$ cat config.mk
export PLATFORM = sky130hd
export DESIGN_NAME = cew_write_path
export DESIGN_NICKNAME = d
export VERILOG_FILES = /design/src/cew_pkg.sv /design/src/cew_expand.sv /design/src/cew_write_path.sv
export SDC_FILE = /design/constraint.sdc
export NUM_CORES = 1
export LEC_CHECK = 0
export BUFFER_PORTS_ARGS = -buffer_cell sky130_fd_sc_hd__buf_2
export CAP_MARGIN = 0
export CORE_MARGIN = 2
export CORE_UTILIZATION = 48
export DETAILED_ROUTE_END_ITERATION = 8
export PLACE_DENSITY = 0.8
export SYNTH_ARGS = -nofsm -noshare
export SYNTH_HDL_FRONTEND = slang
export SYNTH_SLANG_ARGS = --single-unit
$ cat constraint.sdc
create_clock -name clk -period 1.93 [get_ports clk]
set_clock_uncertainty 0.1 [all_clocks]
set_input_delay 0 -clock clk [delete_from_list [all_inputs] [get_ports clk]]
set_output_delay 0 -clock clk [all_outputs]
set_load 0.05 [all_outputs]
$ cat src/cew_pkg.sv
package cew_pkg;

  // Host port addresses of the sequencer index/data pair.
  localparam logic [15:0] SEQ_INDEX_PORT = 16'h03C4;
  localparam logic [15:0] SEQ_DATA_PORT = 16'h03C5;

  // Extension register indices.
  localparam logic [7:0] IDX_PATTERN = 8'hF5;
  localparam logic [7:0] IDX_FG_COLOR = 8'hFA;
  localparam logic [7:0] IDX_BG_COLOR = 8'hFB;
  localparam logic [7:0] IDX_EXP_CTRL = 8'hFE;

  // Values after reset.
  localparam logic [7:0] RST_INDEX = 8'h00;
  localparam logic [7:0] RST_PATTERN = 8'h00;
  localparam logic [7:0] RST_FG_COLOR = 8'h00;
  localparam logic [7:0] RST_BG_COLOR = 8'h00;
  localparam logic [7:0] RST_EXP_CTRL = 8'h00;
  localparam logic [7:0] RST_READ_DATA = 8'h00;

  // Field positions in the expansion control register.
  localparam int CTRL_MODE_LSB = 2;
  localparam int CTRL_MODE_MSB = 3;
  localparam int CTRL_SEL_BIT = 1;

  // Mode field codes; 2'b10 and 2'b11 are reserved.
  localparam logic [1:0] MODE_STANDARD = 2'h0;
  localparam logic [1:0] MODE_EXPAND = 2'h1;

  // Write mode codes.
  localparam logic [1:0] WMODE_0 = 2'h0;
  localparam logic [1:0] WMODE_1 = 2'h1;
  localparam logic [1:0] WMODE_2 = 2'h2;
  localparam logic [1:0] WMODE_3 = 2'h3;

  // Cycles from an accepted memory write to its result on the outputs.
  localparam int WRITE_LATENCY = 1;

endpackage : cew_pkg

$ cat src/cew_expand.sv
`timescale 1ns/1ps
`default_nettype none

// Turns each selector bit into a full plane colour: every plane gets its colour bit where the
// selector is 1 and its background bit where it is 0.
module cew_expand #(
  parameter int NUM_PLANES = 4,
  parameter int PIX = 8
) (
  input wire logic [PIX-1:0] selector,
  input wire logic [PIX-1:0] fgColor,
  input wire logic [PIX-1:0] bgColor,
  output logic [NUM_PLANES*PIX-1:0] expanded
);

  if (NUM_PLANES < 1 || NUM_PLANES > PIX) begin : g_bad_planes
    $error("cew_expand: plane count must lie between 1 and the colour width");
  end

  for (genvar p = 0; p < NUM_PLANES; p++) begin : g_plane
    for (genvar i = 0; i < PIX; i++) begin : g_pix
      // Each pixel chooses on its own, so one write paints text and background at once.
      assign expanded[p*PIX+i] = selector[i] ? fgColor[p] : bgColor[p];
    end
  end

endmodule : cew_expand

`default_nettype wire

$ cat src/cew_write_path.sv
`timescale 1ns/1ps
`default_nettype none

module cew_write_path #(
  parameter int NUM_PLANES = 4
) (
  input wire logic clk,
  input wire logic sys_rst,
  input wire logic [15:0] ioAddr,
  input wire logic ioWr,
  input wire logic ioRd,
  input wire logic [7:0] ioWrData,
  output logic [7:0] ioRdData,
  input wire logic memWr,
  input wire logic [7:0] cpuData,
  input wire logic [2:0] rotateCount,
  input wire logic [1:0] writeMode,
  input wire logic [NUM_PLANES-1:0] setReset,
  input wire logic [NUM_PLANES-1:0] enableSetReset,
  input wire logic [7:0] bitMask,
  input wire logic [NUM_PLANES-1:0] mapMask,
  input wire logic maskedWriteEn,
  input wire logic [7:0] maskedWriteMask,
  input wire logic [NUM_PLANES*8-1:0] latchData,
  output logic memWrOut,
  output logic [NUM_PLANES*8-1:0] planeData,
  output logic [NUM_PLANES-1:0] planeEnable,
  output logic [7:0] bitEnable
);

  if (NUM_PLANES < 1 || NUM_PLANES > 8) begin : g_bad_planes
    $error("cew_write_path: plane count must lie between 1 and 8");
  end

  function automatic logic [7:0] rotr(input logic [7:0] d, input logic [2:0] n);
    logic [15:0] w;
    w = {d, d} >> n;
    return w[7:0];
  endfunction : rotr

  logic [7:0] index_reg;
  logic [7:0] pattern_reg;
  logic [7:0] fgColor_reg;
  logic [7:0] bgColor_reg;
  logic [7:0] expCtrl_reg;
  logic [7:0] ioRdData_reg;
  logic memWrOut_reg;
  logic [NUM_PLANES*8-1:0] planeData_reg;
  logic [NUM_PLANES*8-1:0] planeData_next;
  logic [NUM_PLANES-1:0] planeEnable_reg;
  logic [7:0] bitEnable_reg;
  logic [7:0] bitEnable_next;

  logic idxWrite;
  logic dataWrite;
  logic dataRead;
  logic [1:0] modeField;
  logic [7:0] rotByte;
  logic [7:0] selByte;
  logic [7:0] effMask;
  logic [NUM_PLANES*8-1:0] expanded;
  logic [NUM_PLANES*8-1:0] srcSetReset;
  logic [NUM_PLANES*8-1:0] srcData;

  assign idxWrite = ioWr && (ioAddr == cew_pkg::SEQ_INDEX_PORT);
  assign dataWrite = ioWr && (ioAddr == cew_pkg::SEQ_DATA_PORT);
  assign dataRead = ioRd && (ioAddr == cew_pkg::SEQ_DATA_PORT);

  // Index register of the port pair.
  always_ff @(posedge clk) begin
    if (sys_rst) begin
      index_reg <= cew_pkg::RST_INDEX;
    end else if (idxWrite) begin
      index_reg <= ioWrData;
    end
  end

  // Extension registers; writes land through the data port at the latched index.
  always_ff @(posedge clk) begin
    if (sys_rst) begin
      pattern_reg <= cew_pkg::RST_PATTERN;
      fgColor_reg <= cew_pkg::RST_FG_COLOR;
      bgColor_reg <= cew_pkg::RST_BG_COLOR;
      expCtrl_reg <= cew_pkg::RST_EXP_CTRL;
    end else if (dataWrite) begin
      unique case (index_reg)
        cew_pkg::IDX_PATTERN: pattern_reg <= ioWrData;
        cew_pkg::IDX_FG_COLOR: fgColor_reg <= ioWrData;
        cew_pkg::IDX_BG_COLOR: bgColor_reg <= ioWrData;
        cew_pkg::IDX_EXP_CTRL: expCtrl_reg <= ioWrData;
        default: ;
      endcase
    end
  end

  // Read-back; the index port returns the index, unknown indices read as zero.
  always_ff @(posedge clk) begin
    if (sys_rst) begin
      ioRdData_reg <= cew_pkg::RST_READ_DATA;
    end else if (ioRd && ioAddr == cew_pkg::SEQ_INDEX_PORT) begin
      ioRdData_reg <= index_reg;
    end else if (dataRead) begin
      unique case (index_reg)
        cew_pkg::IDX_PATTERN: ioRdData_reg <= pattern_reg;
        cew_pkg::IDX_FG_COLOR: ioRdData_reg <= fgColor_reg;
        cew_pkg::IDX_BG_COLOR: ioRdData_reg <= bgColor_reg;
        cew_pkg::IDX_EXP_CTRL: ioRdData_reg <= expCtrl_reg;
        default: ioRdData_reg <= cew_pkg::RST_READ_DATA;
      endcase
    end
  end

  assign modeField = expCtrl_reg[cew_pkg::CTRL_MODE_MSB:cew_pkg::CTRL_MODE_LSB];
  assign rotByte = rotr(cpuData, rotateCount);
  assign selByte = expCtrl_reg[cew_pkg::CTRL_SEL_BIT] ? rotByte : pattern_reg;
  assign effMask = (writeMode == cew_pkg::WMODE_3) ? (rotByte & bitMask) : bitMask;

  cew_expand #(
    .NUM_PLANES(NUM_PLANES),
    .PIX(8)
  ) u_expand (
    .selector(selByte),
    .fgColor(fgColor_reg),
    .bgColor(bgColor_reg),
    .expanded(expanded)
  );

  // Set/reset stage per plane, then the CPU-side source select.
  always_comb begin
    for (int p = 0; p < NUM_PLANES; p++) begin
      unique case (writeMode)
        cew_pkg::WMODE_2: srcSetReset[p*8 +: 8] = {8{cpuData[p]}};
        cew_pkg::WMODE_3: srcSetReset[p*8 +: 8] = {8{setReset[p]}};
        default: srcSetReset[p*8 +: 8] = enableSetReset[p] ? {8{setReset[p]}} : rotByte;
      endcase
    end
  end

  // Reserved codes fall back to set/reset so a stray setting cannot scramble memory.
  assign srcData = (modeField == cew_pkg::MODE_EXPAND) ? expanded : srcSetReset;

  always_comb begin
    for (int p = 0; p < NUM_PLANES; p++) begin
      if (writeMode == cew_pkg::WMODE_1) begin
        planeData_next[p*8 +: 8] = latchData[p*8 +: 8];
      end else begin
        planeData_next[p*8 +: 8] = (srcData[p*8 +: 8] & effMask)
                                 | (latchData[p*8 +: 8] & ~effMask);
      end
    end
  end

  assign bitEnable_next = maskedWriteEn ? maskedWriteMask : 8'hFF;

  // One registered write strobe carries every plane, so colours land in a single cycle.
  always_ff @(posedge clk) begin
    if (sys_rst) begin
      memWrOut_reg <= 1'h0;
      planeData_reg <= '0;
      planeEnable_reg <= '0;
      bitEnable_reg <= 8'h00;
    end else begin
      memWrOut_reg <= memWr;
      if (memWr) begin
        planeData_reg <= planeData_next;
        planeEnable_reg <= mapMask;
        bitEnable_reg <= bitEnable_next;
      end
    end
  end

  assign ioRdData = ioRdData_reg;
  assign memWrOut = memWrOut_reg;
  assign planeData = planeData_reg;
  assign planeEnable = planeEnable_reg;
  assign bitEnable = bitEnable_reg;
endmodule : cew_write_path

`default_nettype wire

==> summary.txt <==
Slowest cell on crit path: dfxtp_1
Worst VDD drop: 0.729 mV
met1 Resource Use GR: 0.301
Die Width: 111 um
Synth cell types: 45
met2 Use GR: 0.482
initial core utilization: 0.487
postcts setup bufs: 0
slew margin rel.: 0.598
pin count of the biggest net entering global routing: 61
Pleak: 2.82 nW
CP Capture Type: flop
M3 GR Usage: 0.0552
Worst Path Arrival: 1.91 ns
outcome: finished clean
Max Cap Viol: 0
HP Class: in2reg
Most Crowded Layer GR: met2
hpwl dp: 11700 um
hold endpoint: planeData[31]
CP Launch Type: flop
hold path start: bitMask[7]
cell family contributing the most delay on the critical path: simple AND/OR/NAND/NOR gates
CP max FO: 10
Num CTS Buffers: 9
Largest stage delay, worst path: 0.44 ns
Synth-to-Final Area Change: 32.0%
Skew-Pair Late Insertion Delay: 0.35 ns
drt via density: 5.78
layout cell share with drive strength beyond 1: 0.280
Final ANT Viol Nets: 0
CTS root buf: clkbuf_16
Worst R2R Path Depth: 6
CP required: 2.04 ns
GRT Total Usage: 0.261
routability cong.: 0.942
DR vias: 5649
PortBufs: 155
stages on the worst setup path: 6
H-Tree Depth: 3
post-layout util: 0.643
setup tns final: 0 ns
Top Ports: 156
global-route wire length before repair: 26800 um
Site Rows: 39
CP Cell Sequence: and2_2, nand2_2, nor4_4, buf_4, mux2i_1, nor2_1
Synth Cell Area: 5520 um2
synth warn: 0
R2R Setup Slk: 0.13 ns
Reg-to-Reg End: bgColor_reg[1]
TritonRoute pass-1 iters: 6
pwr/cell area: 659 nW/um2
number of synthesized register bits: 93
Worst-Margin Slew: 0.603 ns
clock-pin transition on the worst setup and hold timing paths: 0.07 ns
fmax: 556 MHz
Post-Syn Instances: 622
placed inst area: 6370 um2
die area: 12400 um2
Clock Sink Count: 93
syn_area_per_cell: 8.87 um2
RSZ-0062 raised after global routing: no
drt first-iter violations: 371
Reg-to-Reg Start: index_reg[1]
critical path type: reg2reg
Post-synth EDFFs: 0
nets: 933
Residual DRC: 0
CTS tree: built
fin crit share: 0.932
Cells on Worst Hold Path: 4
initial antenna violation count: 0
vias in the first global route: 5636
Max clock buf depth: 2
number of inserted diodes: 0
FF/Latch Area: 1860 um2
Seq/Total Area, Yosys: 0.337
asr flop ratio synth: 0
Net Count, Synth: 725
final wirelength: 16600 um
WL per Instance: 17.0 um
design area: 7280 um2
fillers: 935
Die Ht: 111 um
fin crit period: 1.80 ns
Slew Viols, Final: 0
area of the multi-input gates: 3270 um2
Main synth FF type: dfxtp_1
CP bufs+invs: 1
final hold violation count: 0
max reg flops: 32
core box area: 11300 um2
Final setup viols: 0
gr ovfl total: 0
per-stage QoR:
stage | hold WS, ns | std cells | setup WS [ns] | total power [W]
detailed placement | 0.124 | 901 | 0.000863 | 0.00301
global route | 0.0370 | 978 | 0.00997 | 0.00496
CTS | 0.00900 | 978 | 0.0355 | 0.00480
floorplan | 0.0182 | 622 | 0.0288 | 0.00270
global placement | 0.117 | 901 | 0.116 | 0.00298
finish | 0.00816 | 978 | 0.131 | 0.00480
routing by layer:
layer | vias up | part of all wire
li1 | 2715 | -
met1 | 2669 | 0.41
met2 | 234 | 0.51
met3 | 31 | 0.060
met4 | 0 | 0.022
met5 | - | 0
synthesized netlist by cell type, drive strengths merged (3+ instances only):
| master | number | area (um2) |
|---|---|---|
| nor4 | 4 | 85.1 |
| a22oi | 40 | 300 |
| dlygate4sd1 | 3 | 26.3 |
| a21oi | 6 | 30.0 |
| o211ai | 4 | 30.0 |
| o22ai | 15 | 93.8 |
| a22o | 4 | 35.0 |
| mux2 | 8 | 90.1 |
| a31oi | 8 | 50.1 |
| buf | 10 | 46.3 |
| a21o | 8 | 60.1 |
| o21ai | 40 | 200 |
| a211oi | 8 | 60.1 |
| o2111ai | 32 | 280 |
| dfxtp | 93 | 1860 |
| mux4 | 8 | 180 |
| nor2 | 73 | 274 |
| inv | 17 | 63.8 |
| nand2 | 89 | 337 |
| mux2i | 89 | 891 |
| o31a | 4 | 35.0 |
| nor2b | 7 | 43.8 |
| clkbuf | 33 | 254 |
placed cells by master (no fill, tap or decap), drive strengths merged, types with 8 or more instances in the layout:
master | Yosys | routed
dfxtp | 93 | 93
nor2 | 73 | 73
clkbuf | 33 | 10
mux2i | 89 | 89
inv | 17 | 20
a22oi | 40 | 40
a211oi | 8 | 8
mux2 | 8 | 8
a21o | 8 | 8
mux4 | 8 | 8
nand2 | 89 | 89
o2111ai | 32 | 32
a31oi | 8 | 8
o22ai | 15 | 15
o21ai | 40 | 40
dlygate4sd3 | 0 | 61
buf | 10 | 183
cells by family (layout without fill, tap and decap cells):
| logic type | Yosys count | count (layout) | share of synthesized area |
|---|---|---|---|
| AND/OR/NAND/NOR | 187 | 187 | 0.161 |
| AO/OA/AOI/OAI | 172 | 172 | 0.218 |
| multiplexers | 105 | 105 | 0.210 |
| flip-flops | 93 | 93 | 0.337 |
| buffers and inverters | 65 | 278 | 0.0732 |
layout make-up:
type / count / share of cell area
multi-input combinational: 464 / 0.449
clock inverter: 6 / 0.00756
timing repair buffer: 244 / 0.223
clock buffer: 10 / 0.0314
tap: 143 / 0.0246
sequential: 93 / 0.256
inverter: 18 / 0.00928
timing repair:
action,CTS,global route
gates resized for setup,0,6
setup endpoints to repair,0,51
hold buffers,61,0
hold endpoints to repair,85,0
where the power goes:
part	switching, W	leakage, nW	internal [W]
sequential	0.0000397	0.758	0.00200
combinational	0.000663	1.93	0.000385
clock	0.000816	0.133	0.000900
worst min-delay path, stage by stage:
cell	delay, ns
buf_2	0.12
nand2_1	0.06
a21o_1	0.14
o21ai_1	0.08
how the worst max path moves through the flow:
stage	end	startpoint	slack, ns
after floorplan	fgColor_reg[0]	index_reg[0]	0.03
after global placement	planeData[1]	rotateCount[1]	0.12
after detailed placement	planeData[8]	rotateCount[1]	0.0009
after CTS	pattern_reg[5]	index_reg[7]	0.04
after global routing	bgColor_reg[1]	index_reg[1]	0.01
final	bgColor_reg[1]	index_reg[1]	0.13
Power figures use the tool's default switching activity.
